### src/shared/vrsf_map.vh
// Constants for the voice recorder serial frame slave.
// Operation
// Input bits sampled on rising clock, LSB first
// Frame carries two to seven input bytes
// First byte is opcode, rest are arguments
// Command bit 4 enables the LED
// Frame length fixed per command type
// Ranged commands carry 11-bit start, end rows
// Data commands carry a 12-bit data word
// Host zeroes don't-care bits; device ignores them
// Rows 0x000-0x00F effects, 0x010 general start
// Output bits driven on falling clock, LSB first
// First two output bytes hold status word
// Status bits: error, full, power, END_OF_MESSAGE_FLAG, done
// Error bit reports previous command acceptance
// Read commands return data in bytes three, four
// Bytes five to seven repeat status word
// Idle: select high, clock high, input low
// Select low frames the whole transaction
// Interrupt low after operation until cleared
// Short frame is discarded without effect
`ifndef VRSF_MAP_VH
`define VRSF_MAP_VH

// ****************************************************************
// Command byte
// ****************************************************************
`define VRSF_OP_MASK 8'hEF
`define VRSF_LED_BIT 4
`define VRSF_OP_CLEAR_INT 8'h04
`define VRSF_OP_READ_STATUS 8'h05
`define VRSF_OP_READ_PLAY_PTR 8'h06
`define VRSF_OP_READ_REC_PTR 8'h08
`define VRSF_OP_READ_IDENTITY 8'h09
`define VRSF_OP_READ_APC 8'h44
`define VRSF_OP_WRITE_APC 8'h45
`define VRSF_OP_RANGED_PLAY 8'h80
`define VRSF_OP_RANGED_REC 8'h81
`define VRSF_OP_RANGED_ERASE 8'h82

// ****************************************************************
// Frame lengths in bytes; full frame length in bits
// ****************************************************************
`define VRSF_LEN_SHORT 3'h2
`define VRSF_LEN_THREE 3'h3
`define VRSF_LEN_FOUR 3'h4
`define VRSF_LEN_RANGED 3'h7
`define VRSF_FRAME_BITS 6'h38

// ****************************************************************
// Status word layout
// ****************************************************************
`define VRSF_ST_CMD_ERR 0
`define VRSF_ST_FULL 1
`define VRSF_ST_POWER 2
`define VRSF_ST_EOM 3
`define VRSF_ST_DONE 4
`define VRSF_ST_ROW_LSB 5

// ****************************************************************
// Row map
// ****************************************************************
`define VRSF_ROW_EFFECT_LAST 11'h00F
`define VRSF_ROW_FIRST_GENERAL 11'h010

`endif

### src/hdl/vrsf_sync.v
// Two-stage pin synchroniser with edge detection.
`timescale 1ns/1ps
module vrsf_sync #(
	parameter W = 3,
	parameter [W-1:0] IDLE = {W{1'b0}}
) (
	// Clock and reset.
	input wire clk,
	input wire reset,
	// Asynchronous pins.
	input wire [W-1:0] din,
	// Synchronised view.
	output wire [W-1:0] level,
	output wire [W-1:0] rise,
	output wire [W-1:0] fall
);
	reg [W-1:0] meta_q;
	reg [W-1:0] sync_q;
	reg [W-1:0] prev_q;

	// Only the second stage feeds the edge logic, never the first.
	always @(posedge clk) begin
		if (reset) begin
			meta_q <= IDLE;
			sync_q <= IDLE;
			prev_q <= IDLE;
		end else begin
			meta_q <= din;
			sync_q <= meta_q;
			prev_q <= sync_q;
		end
	end

	assign level = sync_q;
	assign rise = sync_q & ~prev_q;
	assign fall = ~sync_q & prev_q;
endmodule // vrsf_sync

### src/hdl/vrsf_frame.v
// Serial frame slave: shifts commands in and status and data out.
`timescale 1ns/1ps
`include "vrsf_map.vh"
module vrsf_frame (
	// Clock and reset.
	input wire clk,
	input wire reset,
	// Serial pins from the host.
	input wire sclk,
	input wire ssN,
	input wire mosi,
	// Serial pins to the host.
	output reg miso,
	output wire misoOe,
	output wire intN,
	output wire led,
	// Decoded command towards the device core.
	output reg cmdValid,
	output reg [7:0] cmdOpcode,
	output reg [11:0] cmdData,
	output reg [10:0] startRow,
	output reg [10:0] endRow,
	output reg ledEnable,
	output reg startIsEffect,
	output reg [1:0] effectSlot,
	// Early opcode so the core can prepare read data.
	output reg frameOpValid,
	output reg [7:0] frameOpcode,
	input wire [15:0] readData,
	// Core state.
	input wire opDone,
	input wire opBusy,
	input wire statCmdErr,
	input wire statFull,
	input wire statPowerUp,
	input wire statEom,
	input wire [10:0] curRow
);
	// ****************************************************************
	// Pin synchronisation
	// ****************************************************************
	wire [2:0] pinLevel;
	wire [2:0] pinRise;
	wire [2:0] pinFall;

	// Idle levels: select high, clock high, input low.
	vrsf_sync #(
		.W(3),
		.IDLE(3'h6)
	) uSync (
		.clk(clk),
		.reset(reset),
		.din({ssN, sclk, mosi}),
		.level(pinLevel),
		.rise(pinRise),
		.fall(pinFall)
	);

	wire mosiS = pinLevel[0];
	wire sclkRise = pinRise[1];
	wire sclkFall = pinFall[1];
	wire ssActive = ~pinLevel[2];
	wire ssStart = pinFall[2];
	wire ssEnd = pinRise[2];

	// ****************************************************************
	// Command decode helpers
	// ****************************************************************
	function [2:0] cmdLen;
		input [7:0] op;
		begin
			case (op & `VRSF_OP_MASK)
				`VRSF_OP_READ_STATUS,
				`VRSF_OP_READ_IDENTITY,
				`VRSF_OP_WRITE_APC: cmdLen = `VRSF_LEN_THREE;
				`VRSF_OP_READ_APC,
				`VRSF_OP_READ_PLAY_PTR,
				`VRSF_OP_READ_REC_PTR: cmdLen = `VRSF_LEN_FOUR;
				`VRSF_OP_RANGED_PLAY,
				`VRSF_OP_RANGED_REC,
				`VRSF_OP_RANGED_ERASE: cmdLen = `VRSF_LEN_RANGED;
				default: cmdLen = `VRSF_LEN_SHORT;
			endcase
		end
	endfunction

	function isReadCmd;
		input [7:0] op;
		begin
			case (op & `VRSF_OP_MASK)
				`VRSF_OP_READ_STATUS,
				`VRSF_OP_READ_IDENTITY,
				`VRSF_OP_READ_APC,
				`VRSF_OP_READ_PLAY_PTR,
				`VRSF_OP_READ_REC_PTR: isReadCmd = 1'b1;
				default: isReadCmd = 1'b0;
			endcase
		end
	endfunction

	// Output stream: status, status-or-data, status, low status.
	function txBit;
		input [5:0] idx;
		input [15:0] stat;
		input [15:0] rsp;
		input useRsp;
		reg [2:0] byteNo;
		reg [15:0] word;
		begin
			byteNo = idx[5:3];
			if (useRsp && (byteNo == 3'h2 || byteNo == 3'h3)) begin
				word = rsp;
			end else begin
				word = stat;
			end
			txBit = word[{byteNo[0], idx[2:0]}];
		end
	endfunction

	// ****************************************************************
	// Receive path
	// ****************************************************************
	reg [55:0] rx_q;
	reg [5:0] rxIdx_q;
	reg [5:0] txIdx_q;
	reg [15:0] stat_q;
	reg [15:0] rsp_q;
	reg rspValid_q;
	reg int_q;
	reg ledEn_q;

	wire [7:0] rxOp = rx_q[7:0];
	wire opSeen = (rxIdx_q >= 6'h08);
	wire frameFull = (rxIdx_q == `VRSF_FRAME_BITS);
	wire [5:0] needBits = {cmdLen(rxOp), 3'h0};
	// Bits past the seventh byte are dropped rather than wrapping the index.
	wire accept = ssEnd && opSeen && (rxIdx_q >= needBits);
	wire isClear = ((rxOp & `VRSF_OP_MASK) == `VRSF_OP_CLEAR_INT);

	always @(posedge clk) begin
		if (reset) begin
			rx_q <= 56'h0;
			rxIdx_q <= 6'h0;
		end else if (ssStart) begin
			rx_q <= 56'h0;
			rxIdx_q <= 6'h0;
		end else if (ssActive && sclkRise && !frameFull) begin
			rx_q[rxIdx_q] <= mosiS;
			rxIdx_q <= rxIdx_q + 6'h1;
		end
	end

	// The core gets one byte time between the opcode and the data latch.
	always @(posedge clk) begin
		if (reset) begin
			frameOpValid <= 1'b0;
			frameOpcode <= 8'h00;
			rsp_q <= 16'h0000;
			rspValid_q <= 1'b0;
		end else begin
			frameOpValid <= 1'b0;
			if (ssStart) begin
				rspValid_q <= 1'b0;
			end else if (ssActive && sclkRise && rxIdx_q == 6'h07) begin
				frameOpValid <= 1'b1;
				frameOpcode <= {mosiS, rx_q[6:0]};
			end else if (ssActive && sclkRise && rxIdx_q == 6'h0F) begin
				rsp_q <= readData;
				rspValid_q <= isReadCmd(rxOp);
			end
		end
	end

	// ****************************************************************
	// Transmit path
	// ****************************************************************
	// Snapshot at select fall so the frame reports the previous command.
	always @(posedge clk) begin
		if (reset) begin
			stat_q <= 16'h0000;
			txIdx_q <= 6'h0;
			miso <= 1'b0;
		end else if (ssStart) begin
			stat_q[`VRSF_ST_CMD_ERR] <= statCmdErr;
			stat_q[`VRSF_ST_FULL] <= statFull;
			stat_q[`VRSF_ST_POWER] <= statPowerUp;
			stat_q[`VRSF_ST_EOM] <= statEom;
			stat_q[`VRSF_ST_DONE] <= int_q;
			stat_q[15:`VRSF_ST_ROW_LSB] <= curRow;
			txIdx_q <= 6'h0;
			miso <= 1'b0;
		end else if (ssActive && sclkFall && txIdx_q != `VRSF_FRAME_BITS) begin
			miso <= txBit(txIdx_q, stat_q, rsp_q, rspValid_q);
			txIdx_q <= txIdx_q + 6'h1;
		end
	end

	assign misoOe = ssActive;

	// ****************************************************************
	// Command hand-off
	// ****************************************************************
	// Argument fields take only the defined bits; the rest is ignored.
	always @(posedge clk) begin
		if (reset) begin
			cmdValid <= 1'b0;
			cmdOpcode <= 8'h00;
			cmdData <= 12'h000;
			startRow <= 11'h000;
			endRow <= 11'h000;
			ledEnable <= 1'b0;
			startIsEffect <= 1'b0;
			effectSlot <= 2'h0;
		end else begin
			cmdValid <= 1'b0;
			if (accept) begin
				cmdValid <= 1'b1;
				cmdOpcode <= rxOp;
				cmdData <= {rx_q[19:16], rx_q[15:8]};
				startRow <= {rx_q[26:24], rx_q[23:16]};
				endRow <= {rx_q[42:40], rx_q[39:32]};
				ledEnable <= rxOp[`VRSF_LED_BIT];
				startIsEffect <= ({rx_q[26:24], rx_q[23:16]} <= `VRSF_ROW_EFFECT_LAST);
				effectSlot <= rx_q[19:18];
			end
		end
	end

	// ****************************************************************
	// Interrupt and LED
	// ****************************************************************
	// A completion in the same cycle as a clear keeps the interrupt set.
	always @(posedge clk) begin
		if (reset) begin
			int_q <= 1'b0;
			ledEn_q <= 1'b0;
		end else begin
			if (opDone) begin
				int_q <= 1'b1;
			end else if (accept && isClear) begin
				int_q <= 1'b0;
			end
			if (accept) begin
				ledEn_q <= rxOp[`VRSF_LED_BIT];
			end
		end
	end

	assign intN = ~int_q;
	assign led = ledEn_q & opBusy;
endmodule // vrsf_frame

### config.mk
export PLATFORM = sky130hd
export DESIGN_NAME = vrsf_frame
export DESIGN_NICKNAME = d
export VERILOG_FILES = /design/src/hdl/vrsf_sync.v /design/src/hdl/vrsf_frame.v
export VERILOG_INCLUDE_DIRS = /design/src /design/src/shared
export SDC_FILE = /design/constraint.sdc
export NUM_CORES = 1
export LEC_CHECK = 0
export ABC_AREA = 1
export BUFFER_PORTS_ARGS = -buffer_cell sky130_fd_sc_hd__buf_4
export CAP_MARGIN = 20
export CORE_ASPECT_RATIO = 1.5
export CORE_MARGIN = 2
export CORE_UTILIZATION = 56
export CTS_CLUSTER_SIZE = 16
export DETAILED_ROUTE_END_ITERATION = 6
export PLACE_DENSITY = 0.77
export SLEW_MARGIN = 20
export SYNTH_ARGS = -nofsm -noshare
export SYNTH_HDL_FRONTEND = slang
export SYNTH_SLANG_ARGS = --single-unit
### constraint.sdc
create_clock -name clk -period 2.4 [get_ports clk]
set_input_delay 0.24 -clock clk [delete_from_list [all_inputs] [get_ports clk]]
set_output_delay 0.24 -clock clk [all_outputs]
set_load 0.05 [all_outputs]
Yosys cells after proc, flatten, opt, wreduce, memory -nomap -nowiden
Cells that the tools add are included.
{"block": "classes", "addsub": 2, "multipliers": 0, "div": 0, "order_cmp": 6, "eq_ne": 16, "shifts": 0, "muxes": 15, "bitwise": 9, "n_reduce_logical": 22}
{"cell": "$mux 16", "n": 4}
{"cell": "$bwmux 56", "n": 1}
{"cell": "$eq 7x3->1 const B", "n": 3}
{"cell": "$eq 7x7->1 const B", "n": 3}
{"cell": "$eq 7x4->1 const B", "n": 2}
{"cell": "$eq 7x6->1 const B", "n": 2}
{"cell": "$add 6x1->6 const B", "n": 2}
{"cell": "$le 11x4->1 const B", "n": 1}
{"cell": "$logic_and 1x1->1", "n": 11}
{"cell": "$pmux 3 s3", "n": 1}
{"cell": "$reduce_or 3->1", "n": 3}
{"cell": "$lt 6x7->1 const B", "n": 1}
{"cell": "$mux 1", "n": 7}
{"cell": "$and 3x3->3", "n": 2}
{"cell": "$demux 1 s6", "n": 1}
{"cell": "$eq 3x2->1 const B", "n": 2}
{"cell": "$eq 6x3->1 const B", "n": 1}
{"cell": "$eq 6x4->1 const B", "n": 1}
{"cell": "$eq 6x6->1 const B", "n": 1}
{"cell": "$ge 6x1->1 const B", "n": 1}
{"cell": "$ge 6x4->1 const B", "n": 1}
{"cell": "$ge 6x6->1", "n": 1}
{"cell": "$ne 6x6->1 const B", "n": 1}
{"cell": "$not 3->3", "n": 2}
{"cell": "other kinds (11)", "n": 15}
{"block": "word_totals", "regBits": 168, "latchBits": 0, "ram_bits": 0, "romBits": 0, "inputBits": 38, "output_inout_bits": 60, "elab_cells": 91, "n_memories": 0}

Depth between registers and ports, before layout
Gate-level depths: netlist of run 1.
{"block": "depth", "ltp_word": 9, "mapped_depth": 13, "depth_no_buf": 12}

By module
Synthesis of run 1 repeated with hierarchy kept, for this count alone.
{"block": "unflattened", "cells_unflattened": 819, "hier_area_um2": 6057.1}
{"mod": "vrsf_frame", "n_inst": 1, "cells_per_inst": 782, "area_each_um2": 5771.8, "seq_area_each_um2": 2682.6}
{"mod": "vrsf_sync", "n_inst": 1, "cells_per_inst": 37, "area_each_um2": 285.3, "seq_area_each_um2": 180.2}

Worst setup path after synthesis of run 1
Ideal clock, no wire load.
{"block": "synth_timing", "path_kind": "register -> register", "startpoint": "reg rx_q[5]", "endpoint": "reg cmdOpcode[1]", "setup_ps": 71, "arrival_time_ps": 2027, "required_ps": 2329, "slack_ps": 303, "path_stages_with_launch": 14, "path_buffers": 2, "synth_period_minus_slack_ps": 2097, "path_cell_list": "dfxtp_1 > nor2_1 > inv_1 > nor2_1 > nand4_1 > nand3_1 > nor2_1 > ha_1 > nand4_1 > o221ai_2 > buf_2 > buf_4 > nand3_1 > a21oi_1"}
{"block": "synth_between", "elab_chain_len": 5, "word_cells_on_any_way": 15, "cone_classes": "order compare (1); eq/ne (9); mux (1); reduce/logical (4)"}
{"item": "start: declaration", "line_no": "vrsf_frame.v:123", "text": "reg [55:0] rx_q;"}
{"item": "start signal: indexed assignment", "line_no": "vrsf_frame.v:148", "text": "rx_q[rxIdx_q] <= mosiS;"}
{"item": "$eq 7x7->1 (tied with other cells)", "line_no": "vrsf_frame.v:72", "text": "case (op & `VRSF_OP_MASK)"}
{"item": "$reduce_or 3->1", "line_no": "vrsf_frame.v:72"}
{"item": "$pmux 3 s3 (*)", "line_no": "vrsf_frame.v:72"}
{"item": "$ge 6x6->1 (*)", "line_no": "vrsf_frame.v:137", "text": "wire accept = ssEnd && opSeen && (rxIdx_q >= needBits);"}
{"item": "$logic_and 1x1->1 (*)", "line_no": "vrsf_frame.v:137"}
{"item": "end signal: assignment", "line_no": "vrsf_frame.v:218", "text": "cmdOpcode <= rxOp;"}
{"item": "end: declaration", "line_no": "vrsf_frame.v:19", "text": "output reg [7:0] cmdOpcode,"}
Every way passes the cells marked *; elsewhere a longest branch is shown, timed or not.
A chain may end at the register's enable or synchronous reset.

Final worst setup path of run 1
{"block": "layout_timing", "startpoint": "reg rx_q[6]", "endpoint": "reg endRow[1]"}
{"block": "layout_between", "elab_chain_len": 5, "word_cells_on_any_way": 15, "cone_classes": "order compare (1); eq/ne (9); mux (1); reduce/logical (4)"}
{"item": "$eq 7x7->1 (tied with other cells)", "line_no": "vrsf_frame.v:72"}
{"item": "$reduce_or 3->1", "line_no": "vrsf_frame.v:72"}
{"item": "$pmux 3 s3 (*)", "line_no": "vrsf_frame.v:72"}
{"item": "$ge 6x6->1 (*)", "line_no": "vrsf_frame.v:137"}
{"item": "$logic_and 1x1->1 (*)", "line_no": "vrsf_frame.v:137"}
{"item": "end signal: assignment", "line_no": "vrsf_frame.v:221", "text": "endRow <= {rx_q[42:40], rx_q[39:32]};"}
{"item": "end: declaration", "line_no": "vrsf_frame.v:22", "text": "output reg [10:0] endRow,"}
Marks and branches as above.

==> flow_metrics.py, run 1 <==
metrics = {
    "run_status": {
        "status": "finished with violations",
        "violations": "setup timing",
    },
    "place": {
        "place_ws_ns": 0.0473,
        "numPortBuffers": 97,
        "place_area_mm2": 0.00679,
        "gp_congestion": 0.932,
        "dp.cells": 1008,
        "dp_hpwl_um": 10900,
    },
    "timing": {
        "maxSlewHeadroom": 0.442,
        "final-setup-viol-count": 27,
        "fmax_mhz": 412,
        "hold_violations": 0,
        "slew_violations": 0,
        "grt_setup_unrepaired": "true",
        "fin_ws_ns": -0.0268,
        "worstMarginPinSlew_ns": 0.837,
        "post-route-period-util": 1.01,
        "period_needed_ns": 2.43,
        "fin_skew_ns": 0.00869,
    },
    "clock_tree": {
        "cts_htree_levels": 4,
        "clock-sinks": 142,
        "cts_tree": "done",
        "clockBufferDepth": 2,
        "clock_latency_ns": 0.42,
        "cts_buffers": 17,
        "cts_root_buf": "clkbuf_16",
        "cts.clk_slew.worst_paths_ns": 0.06,
    },
    "synth": {
        "synth_top_area_cell": "dfxtp_1",
        "synth_cell_types": 32,
        "ys_ff_latch": 142,
        "synth_area_leaders": "dfxtp_1 47%, a21oi_1 9.7%, nand2_1 7.9%, nand3_1 6.5%, o21ai_0 6.4%",
        "synth_edf_count": 0,
        "async_flop_share": 0,
        "avgSynthCellArea_um2": 7.49,
        "synth_ff_type": "dfxtp_1",
        "syn_nets": 848,
        "synthCells": 803,
        "yosysSeqAreaShare": 0.473,
        "synth-warning-count": 0,
        "yosysTopAreaCellShare": 0.473,
        "syn_area_mm2": 0.00601,
    },
    "power": {
        "p_sw_frac": 0.206,
        "irDropWorstVdd_mv": 0.529,
        "p_leak_nw": 3.17,
        "p_comb_frac": 0.034,
        "power.density_mw_per_mm2": 695,
        "internal-power_mw": 4.27,
        "p_clk_frac": 0.521,
        "power.net_switching_mw": 1.10,
        "p_seq_frac": 0.445,
    },
    "critical_path": {
        "endpoint_kind": "flop",
        "rrSetupSlack_ns": -0.03,
        "crit_path_max_fanout": 8,
        "start_kind": "flop",
        "r2r_cells": 13,
        "path_cells": "nor2_4 -> inv_2 -> nor2_4 -> nand4_1 -> nand3_2 -> nor2_2 -> ha_1 -> nand4_1 -> o221ai_4 -> nand2_4 -> clkbuf_16 -> nand2_2 -> a21oi_1",
        "crit_cells": 13,
        "cp_slowest_stage_delay_ns": 0.36,
        "cp_num_buf_inv": 2,
        "cp.required_ns": 2.67,
        "worstPathArrival_ns": 2.70,
        "critical_path_class": "reg -> reg",
        "cpMaxStageDelayCell": "dfxtp_4",
        "crit_family": "simple AND/OR/NAND/NOR gates",
    },
    "die": {
        "die_height_um": 131,
        "ioPinCount": 98,
        "initial_core_util": 0.571,
        "die_x_um": 88.6,
        "core_area_mm2": 0.0105,
        "rows": 46,
        "die-area_mm2": 0.0116,
    },
    "run": {
        "maxCapViolCount": 0,
    },
    "final_layout": {
        "drive_gt1_frac": 0.232,
        "mostFrequentLayoutCells": "136 x dfxtp_1, 113 x a21oi_1, 110 x buf_4",
        "utilization": 0.734,
        "insertedDiodeCount": 0,
        "area_growth_pct": 28.5,
        "final_nets": 941,
        "design_area_mm2": 0.00773,
        "layout_commonest_cell": "dfxtp_1",
        "stdcell_count": 1051,
    },
    "drt": {
        "antenna_left": 0,
        "via_count": 5910,
        "firstDrtPassIters": 7,
        "wl_um": 17600,
        "drt_iter0_markers": 431,
        "avgRoutedWirePerCell_um": 16.8,
        "vias_per_cell": 5.62,
        "drc": 0,
    },
    "grt": {
        "overflow": 0,
        "grt_pass1_wl_um": 24400,
        "grt_pass1_vias": 5278,
        "grt_usage": 0.272,
        "grt_max_degree": 59,
        "antenna_found_initial": 0,
    },
    "worst_hold_path": {
        "whs_path_depth": 2,
        "min_path_type": "in -> reg",
    },
}
-- routing by layer --
layer  wire length (um)  part of all wire  up-vias  track usage
li1                   -                 -     2837            -
met1               6330              0.36     2760        0.287
met5                  0                 0        -            0
met4                886             0.050        0        0.138
met3               1070             0.061       64       0.0628
met2               9310              0.53      249        0.496
-- final cells by class --
| type | count | area (um2) |
|---|---|---|
| clock buffers | 21 | 470 |
| multi-input cells | 522 | 2690 |
| flip-flops and latches | 142 | 2860 |
| inverters | 91 | 342 |
| fillers | 815 | 2810 |
| well taps | 144 | 180 |
| repair buffers | 122 | 1030 |
| clock inverters | 9 | 159 |
-- repair_timing --
| item | in CTS | in global routing |
|---|---|---|
| setup endpoints to repair | 0 | 41 |
| gates resized for setup | 0 | 44 |
| hold buffers | 0 | 1 |
| buffers inserted | 0 | 4 |
| hold endpoints to repair | 0 | 1 |
-- flip-flops by register name, indices dropped and copies added (netlist names) --
signal / count
cmdData: 11
txIdx_q: 6
cmdValid: 1
uSync.meta_q: 3
rsp_q: 16
startRow: 8
rxIdx_q: 6
startIsEffect: 1
stat_q: 16
frameOpcode: 8
endRow: 11
rx_q: 38
int_q: 1
cmdOpcode: 8
uSync.level: 3
frameOpValid: 1
uSync.prev_q: 2
rspValid_q: 1
miso: 1
-- kinds of logic (layout without fill, tap and decap cells) --
| logic type | count (synthesis) | count (layout) | synth area share |
|---|---|---|---|
| compound gates | 209 | 209 | 0.181 |
| xor+xnor | 1 | 1 | 0.00146 |
| fa+ha+maj | 7 | 7 | 0.0146 |
| buf+inv | 139 | 243 | 0.0984 |
| flops | 142 | 142 | 0.473 |
| simple gates | 305 | 305 | 0.232 |
-- through the flow --
stage / TNS (ns) / power (mW) / hold slack (ns)
after detailed placement: 0 / 2.62 / 0.400
after global routing: -4.88 / 5.50 / 0.0132
final: -0.336 / 5.37 / 0.0217
after floorplan: 0 / 2.54 / 0.344
after CTS: 0 / 5.37 / 0.0135
after global placement: 0 / 2.62 / 0.395
-- path summary, 6_finish.rpt --
kind              startpoint         endpoint
max reg2reg          rx_q[6]        endRow[1]
min                      ssN  uSync.meta_q[2]
min reg2reg  uSync.meta_q[1]   uSync.level[1]
max                  rx_q[6]        endRow[1]
-- worst register-to-register path: cells and delay by family (launching register included) --
kind            cells  cell delay [ns]
compound gates      2             0.35
fa+ha+maj           1             0.33
buf+inv             2             0.29
flops               1             0.36
simple gates        8             0.96
-- power by group through the flow --
stage	clock, mW	combinational [mW]	sequential [mW]
floorplan	0	0.103	2.44
global placement	0	0.176	2.44
detailed placement	0	0.181	2.44
CTS	2.80	0.182	2.39
global route	2.91	0.202	2.39
finish	2.80	0.185	2.39
-- synth_stat cells (8+ instances only) --
| library cell | instances |
|---|---|
| a21oi_1 | 116 |
| nor3_1 | 8 |
| nor2_1 | 62 |
| buf_2 | 13 |
| a211oi_1 | 9 |
| nand3_1 | 78 |
| o21ai_0 | 77 |
| clkbuf_1 | 22 |
| inv_1 | 84 |
| nand4_1 | 9 |
| buf_4 | 10 |
| nand2_1 | 127 |
| dfxtp_1 | 142 |
Power figures use the tool's default switching activity.
==> inputs of run 2 (changes only) <==
--- a/config.mk
+++ b/config.mk
@@ -8,14 +8,13 @@
 export LEC_CHECK = 0
 export ABC_AREA = 1
 export BUFFER_PORTS_ARGS = -buffer_cell sky130_fd_sc_hd__buf_4
-export CAP_MARGIN = 20
 export CORE_ASPECT_RATIO = 1.5
 export CORE_MARGIN = 2
 export CORE_UTILIZATION = 56
 export CTS_CLUSTER_SIZE = 16
 export DETAILED_ROUTE_END_ITERATION = 6
+export GPL_TIMING_DRIVEN = 0
 export PLACE_DENSITY = 0.77
-export SLEW_MARGIN = 20
 export SYNTH_ARGS = -nofsm -noshare
 export SYNTH_HDL_FRONTEND = slang
 export SYNTH_SLANG_ARGS = --single-unit
==> run 2 against run 1 <==
Net effect:
- the flow still finishes with violations (setup timing)
- worst setup slack lost 0.031 ns
- highest routed layer unchanged
- flip-flop and latch count is the same
- register-to-register slack lost 0.03 ns
- hold slack lost 0.0060 ns
- sequential power is essentially flat
- largest cell class unchanged
- clock power shrank 10%
- first-iteration DRC count shrank 9.3%
- fmax shrank 1.3%
- global-route usage grew 3.8 points
- design area shrank 0.91%
==> flow_metrics.py, run 2 (synthesis results as in run 1) <==
metrics = {
    "clock_tree": {
        "hold_buffers": 0,
        "cts_buffers": 17,
        "clockBufferDepth": 2,
        "cts.clk_slew.worst_paths_ns": 0.06,
        "clock_latency_ns": 0.42,
        "cts_root_buf": "clkbuf_16",
        "cts_tree": "done",
        "clock-sinks": 142,
        "cts_htree_levels": 4,
    },
    "drt": {
        "wl_um": 18300,
        "vias_per_cell": 5.50,
        "drc": 0,
        "via_count": 5950,
        "drt_iter0_markers": 391,
        "avgRoutedWirePerCell_um": 17.0,
        "antenna_left": 0,
        "firstDrtPassIters": 5,
    },
    "grt": {
        "antenna_found_initial": 0,
        "grt_max_degree": 17,
        "overflow": 0,
        "grt_usage": 0.310,
        "grt_pass1_vias": 5589,
        "grt_use_met3": 0.0540,
        "met2_usage": 0.592,
        "use_met1": 0.306,
        "busiest_layer": "met2",
        "grt_pass1_wl_um": 27200,
    },
    "place": {
        "dp_hpwl_um": 13400,
        "gp_congestion": 0.942,
        "place_area_mm2": 0.00692,
        "place_ws_ns": -0.327,
        "numPortBuffers": 97,
    },
    "timing": {
        "hold_violations": 0,
        "period_needed_ns": 2.46,
        "slew_violations": 0,
        "grt_setup_unrepaired": "true",
        "tns_ns": -1.37,
        "final-setup-viol-count": 39,
        "whs_ns": 0.0157,
        "worstMarginPinSlew_ns": 0.587,
        "post-route-period-util": 1.02,
        "maxSlewHeadroom": 0.608,
        "fin_skew_ns": 0.00941,
        "fmax_mhz": 407,
        "fin_ws_ns": -0.0582,
    },
    "final_layout": {
        "area_growth_pct": 27.3,
        "design_area_mm2": 0.00766,
        "mostFrequentLayoutCells": "136 x dfxtp_1, 126 x nand2_1, 112 x a21oi_1, 112 x buf_4, 82 x inv_1",
        "insertedDiodeCount": 0,
        "largest_reg_flops": 38,
        "final_nets": 969,
        "drive_gt1_frac": 0.221,
        "reg_top3": "rx_q (38), rsp_q (16), stat_q (16)",
        "num-fill-cells": 862,
        "top_register": "rx_q",
        "layout_commonest_cell": "dfxtp_1",
    },
    "power": {
        "p_comb_frac": 0.039,
        "p_clk_frac": 0.494,
        "p_sw_frac": 0.228,
        "internal-power_mw": 3.94,
        "p_seq_frac": 0.467,
        "power.net_switching_mw": 1.17,
        "p_leak_nw": 3.14,
        "irDropWorstVdd_mv": 0.548,
        "power.density_mw_per_mm2": 667,
    },
    "critical_path": {
        "crit_path_max_fanout": 10,
        "endpoint_kind": "flop",
        "worstPathArrival_ns": 2.74,
        "start_kind": "flop",
        "cp.required_ns": 2.68,
        "critical_path_class": "reg -> reg",
    },
    "run_status": {
        "violations": "setup timing",
        "status": "finished with violations",
    },
    "run": {
        "maxCapViolCount": 0,
    },
    "worst_hold_path": {
        "min_path_type": "in -> reg",
    },
    "die": {
        "initial_core_util": 0.571,
        "die_height_um": 131,
        "core_area_mm2": 0.0105,
        "rows": 46,
        "die-area_mm2": 0.0116,
        "ioPinCount": 98,
        "die_x_um": 88.6,
    },
}
run 2: changes by cell type in the layout (fill, tap and decap cells not counted), sizes merged:
| cell | change |
|---|---|
| clkbuf | +17 |
| buf | +12 |
| clkinvlp | +4 |
| bufinv | -3 |
| inv | +2 |
| clkinv | -1 |
| dlygate4sd3 | -1 |
run 2: worst max-delay path: stages (launching register included):
cell,delay [ns]
dfxtp_1,0.57
nor3_4,0.09
a31oi_1,0.30
o21ai_0,0.16
ha_1,0.30
nand4_1,0.13
o221ai_4,0.27
nand2_4,0.16
buf_4,0.21
nand2_1,0.07
a21oi_1,0.05
run 2: per-layer routing:
metal | vias to the layer above | wire length (um) | share of wire
li1 | 2908 | - | -
met1 | 2732 | 6540 | 0.36
met2 | 236 | 9980 | 0.54
met3 | 74 | 826 | 0.045
met4 | 0 | 985 | 0.054
met5 | - | 0 | 0
run 2: what timing repair did:
action                                  CTS  global route
endpoints found under the setup margin   41            42
buffers inserted                          2             3
gates resized for setup                  20            27
cloned                                    0             0
pin swaps                                 4            14
run 2: final timing paths:
check	startpoint	endpoint	slack (ns)	cells past startpoint
max	rx_q[7]	cmdData[0]	-0.06	10
min	ssN	uSync.meta_q[2]	0.02	2
min reg2reg	uSync.meta_q[0]	uSync.level[0]	0.40	2
max reg2reg	rx_q[7]	cmdData[0]	-0.06	10
run 2: cell type report:
class                      instances  area (um2)  share of cell area
inverter                          91         342              0.0446
tap                              144         180              0.0235
timing repair buffer             102         773               0.101
clock inverter                    11         108              0.0141
sequential                       142        2850               0.373
buffer                            48         285              0.0373
clock buffer                      21         460              0.0601
multi-input combinational        522        2660               0.347
run 2: power groups by stage:
stage | combinational [mW] | sequential, mW | clock (mW)
2_1_floorplan | 0.103 | 2.44 | 0
3_3_place_gp | 0.192 | 2.44 | 0
3_5_place_dp | 0.195 | 2.44 | 0
4_1_cts | 0.197 | 2.39 | 2.53
5_1_grt | 0.217 | 2.39 | 2.64
6_report | 0.199 | 2.39 | 2.52
run 2: per-stage QoR:
stage / instances / utilization / total power, mW
2_1_floorplan: 803 / - / 2.54
3_3_place_gp: 1044 / 0.657 / 2.63
3_5_place_dp: 1044 / 0.657 / 2.64
4_1_cts: 1078 / 0.719 / 5.12
5_1_grt: 1081 / 0.727 / 5.25
6_report: 1081 / 0.727 / 5.11
==> inputs of run 3 (changes only) <==
--- a/config.mk
+++ b/config.mk
@@ -10,11 +10,11 @@
 export BUFFER_PORTS_ARGS = -buffer_cell sky130_fd_sc_hd__buf_4
 export CORE_ASPECT_RATIO = 1.5
 export CORE_MARGIN = 2
-export CORE_UTILIZATION = 56
+export CORE_UTILIZATION = 51
 export CTS_CLUSTER_SIZE = 16
 export DETAILED_ROUTE_END_ITERATION = 6
 export GPL_TIMING_DRIVEN = 0
-export PLACE_DENSITY = 0.77
+export PLACE_DENSITY = 0.74
 export SYNTH_ARGS = -nofsm -noshare
 export SYNTH_HDL_FRONTEND = slang
 export SYNTH_SLANG_ARGS = --single-unit
==> constraint.sdc (replaced) <==
create_clock -name clk -period 2.09 [get_ports clk]
set_input_delay 0.209 -clock clk [delete_from_list [all_inputs] [get_ports clk]]
set_output_delay 0.209 -clock clk [all_outputs]
set_load 0.05 [all_outputs]
==> run 3 against run 2 <==
Net effect:
- the run still ends with setup timing left
- register-to-register slack got worse by 0.23 ns
- critical path depth increased by 3
- power increased by 19%
- die area increased by 9.4%
- via count increased by 1.5%
- flip-flop and latch count unchanged
- design area increased by 6.7%
- utilization decreased by 1.9 points
- clock power increased by 22%
- clock skew decreased by 0.0027 ns
- sequential power increased by 15%
- fmax increased by 3.6%
- largest cell class is now multi-input gates
==> flow_metrics.py, run 3 (synthesis results as in run 1) <==
metrics = {
    "run_status": {
        "status": "finished with violations",
        "violations": "setup timing",
    },
    "final_layout": {
        "mostFrequentLayoutCells": "135 x dfxtp_1, 114 x buf_4, 95 x a21oi_1",
        "area_growth_pct": 35.8,
        "utilization": 0.708,
        "num-fill-cells": 962,
        "reg_top3": "rx_q (38), rsp_q (16), stat_q (16)",
        "top_register": "rx_q",
        "stdcell_count": 1097,
        "largest_reg_flops": 38,
        "insertedDiodeCount": 0,
        "final_nets": 981,
        "drive_gt1_frac": 0.309,
        "layout_commonest_cell": "dfxtp_1",
    },
    "die": {
        "initial_core_util": 0.521,
        "rows": 48,
        "die_height_um": 137,
        "die_x_um": 92.7,
        "core_area_mm2": 0.0115,
        "die-area_mm2": 0.0127,
        "ioPinCount": 98,
    },
    "timing": {
        "tns_ns": -9.54,
        "post-route-period-util": 1.14,
        "fin_skew_ns": 0.00675,
        "hold_violations": 0,
        "period_needed_ns": 2.37,
        "grt_setup_unrepaired": "true",
        "final-setup-viol-count": 41,
        "maxSlewHeadroom": 0.554,
        "fmax_mhz": 421,
        "fin_ws_ns": -0.283,
        "slew_violations": 0,
        "worstMarginPinSlew_ns": 0.669,
    },
    "grt": {
        "grt_use_met3": 0.0474,
        "busiest_layer": "met2",
        "use_met1": 0.278,
        "grt_pass1_wl_um": 26300,
        "antenna_found_initial": 0,
        "grt_usage": 0.266,
        "grt_pass1_vias": 5588,
        "met2_usage": 0.494,
        "grt_max_degree": 17,
        "overflow": 0,
    },
    "drt": {
        "wl_um": 18100,
        "firstDrtPassIters": 5,
        "drt_iter0_markers": 431,
        "vias_per_cell": 5.51,
        "via_count": 6040,
        "drc": 0,
        "avgRoutedWirePerCell_um": 16.5,
        "antenna_left": 0,
    },
    "clock_tree": {
        "cts_htree_levels": 4,
        "clock-sinks": 142,
        "clockBufferDepth": 2,
        "cts.clk_slew.worst_paths_ns": 0.06,
        "cts_tree": "done",
        "cts_root_buf": "clkbuf_16",
        "clock_latency_ns": 0.42,
        "cts_buffers": 17,
    },
    "power": {
        "irDropWorstVdd_mv": 0.539,
        "p_clk_frac": 0.508,
        "power.net_switching_mw": 1.32,
        "p_comb_frac": 0.040,
        "p_sw_frac": 0.218,
        "p_seq_frac": 0.452,
        "p_leak_nw": 3.29,
        "power_mw": 6.06,
        "power.density_mw_per_mm2": 742,
        "internal-power_mw": 4.74,
    },
    "critical_path": {
        "rrSetupSlack_ns": -0.28,
        "cp.required_ns": 2.44,
        "endpoint_kind": "flop",
        "worstPathArrival_ns": 2.72,
        "critical_path_class": "reg -> reg",
        "crit_path_max_fanout": 5,
        "start_kind": "flop",
    },
    "worst_hold_path": {
        "min_path_type": "in -> reg",
    },
    "place": {
        "dp_hpwl_um": 12100,
        "gp_congestion": 0.894,
        "dp.cells": 1050,
        "numPortBuffers": 97,
    },
    "run": {
        "maxCapViolCount": 0,
    },
}
-- run 3: area by class of cell --
class,count,area (um2),share of cell area
clock buffers,19,453,0.0555
plain buffers,48,308,0.0377
well taps,150,188,0.0230
repair buffers,113,903,0.111
clock inverters,11,143,0.0175
flip-flops and latches,142,2860,0.350
inverters,91,342,0.0418
multi-input cells,523,2970,0.364
-- run 3: path summary, 6_finish.rpt --
check / startpoint / to / depth (start not counted)
worst min-delay path: opDone / int_q / 3
worst max register to register: rx_q[5] / cmdOpcode[3] / 13
worst max-delay path: rx_q[5] / cmdOpcode[3] / 13
worst min register to register: uSync.meta_q[2] / uSync.level[2] / 1
-- run 3: through the flow --
stage,setup slack (ns),hold slack [ns],instance area (um2)
after floorplan,0.0286,0.313,6020
after global placement,-0.476,0.392,6930
after detailed placement,-0.526,0.398,6930
after CTS,-0.195,0.0339,7770
after global routing,-0.361,0.0707,8170
final,-0.283,0.0475,8170
-- run 3: power by group through the flow --
stage / logic (mW) / registers, mW / clock network [mW]
5_1_grt: 0.261 / 2.74 / 3.20
4_1_cts: 0.232 / 2.74 / 3.09
3_5_place_dp: 0.224 / 2.80 / 0
6_report: 0.240 / 2.74 / 3.08
3_3_place_gp: 0.223 / 2.80 / 0
2_1_floorplan: 0.119 / 2.80 / 0
-- run 3: timing repair --
item | 4_1_cts | 5_1_grt
gates resized for setup | 53 | 103
cloned | 3 | 4
endpoints found under the hold margin | 3 | 0
buffers inserted | 5 | 2
setup endpoints to repair | 42 | 68
pin swaps | 10 | 29
hold buffers | 3 | 0
-- run 3: per-layer routing --
| metal | part of all wire | vias to the layer above |
|---|---|---|
| li1 | - | 2929 |
| met1 | 0.38 | 2823 |
| met2 | 0.53 | 233 |
| met3 | 0.051 | 55 |
| met4 | 0.040 | 0 |
| met5 | 0 | - |
-- run 3: critical path, cell delays in order (launching register included) --
cell,delay (ns)
dfxtp_4,0.39
nor2_4,0.05
inv_2,0.07
nor2_4,0.04
nand4_1,0.11
nand3_2,0.12
buf_4,0.16
ha_1,0.28
nand4_1,0.15
o221ai_4,0.34
buf_6,0.22
clkbuf_16,0.17
nand3_2,0.07
a21oi_2,0.13
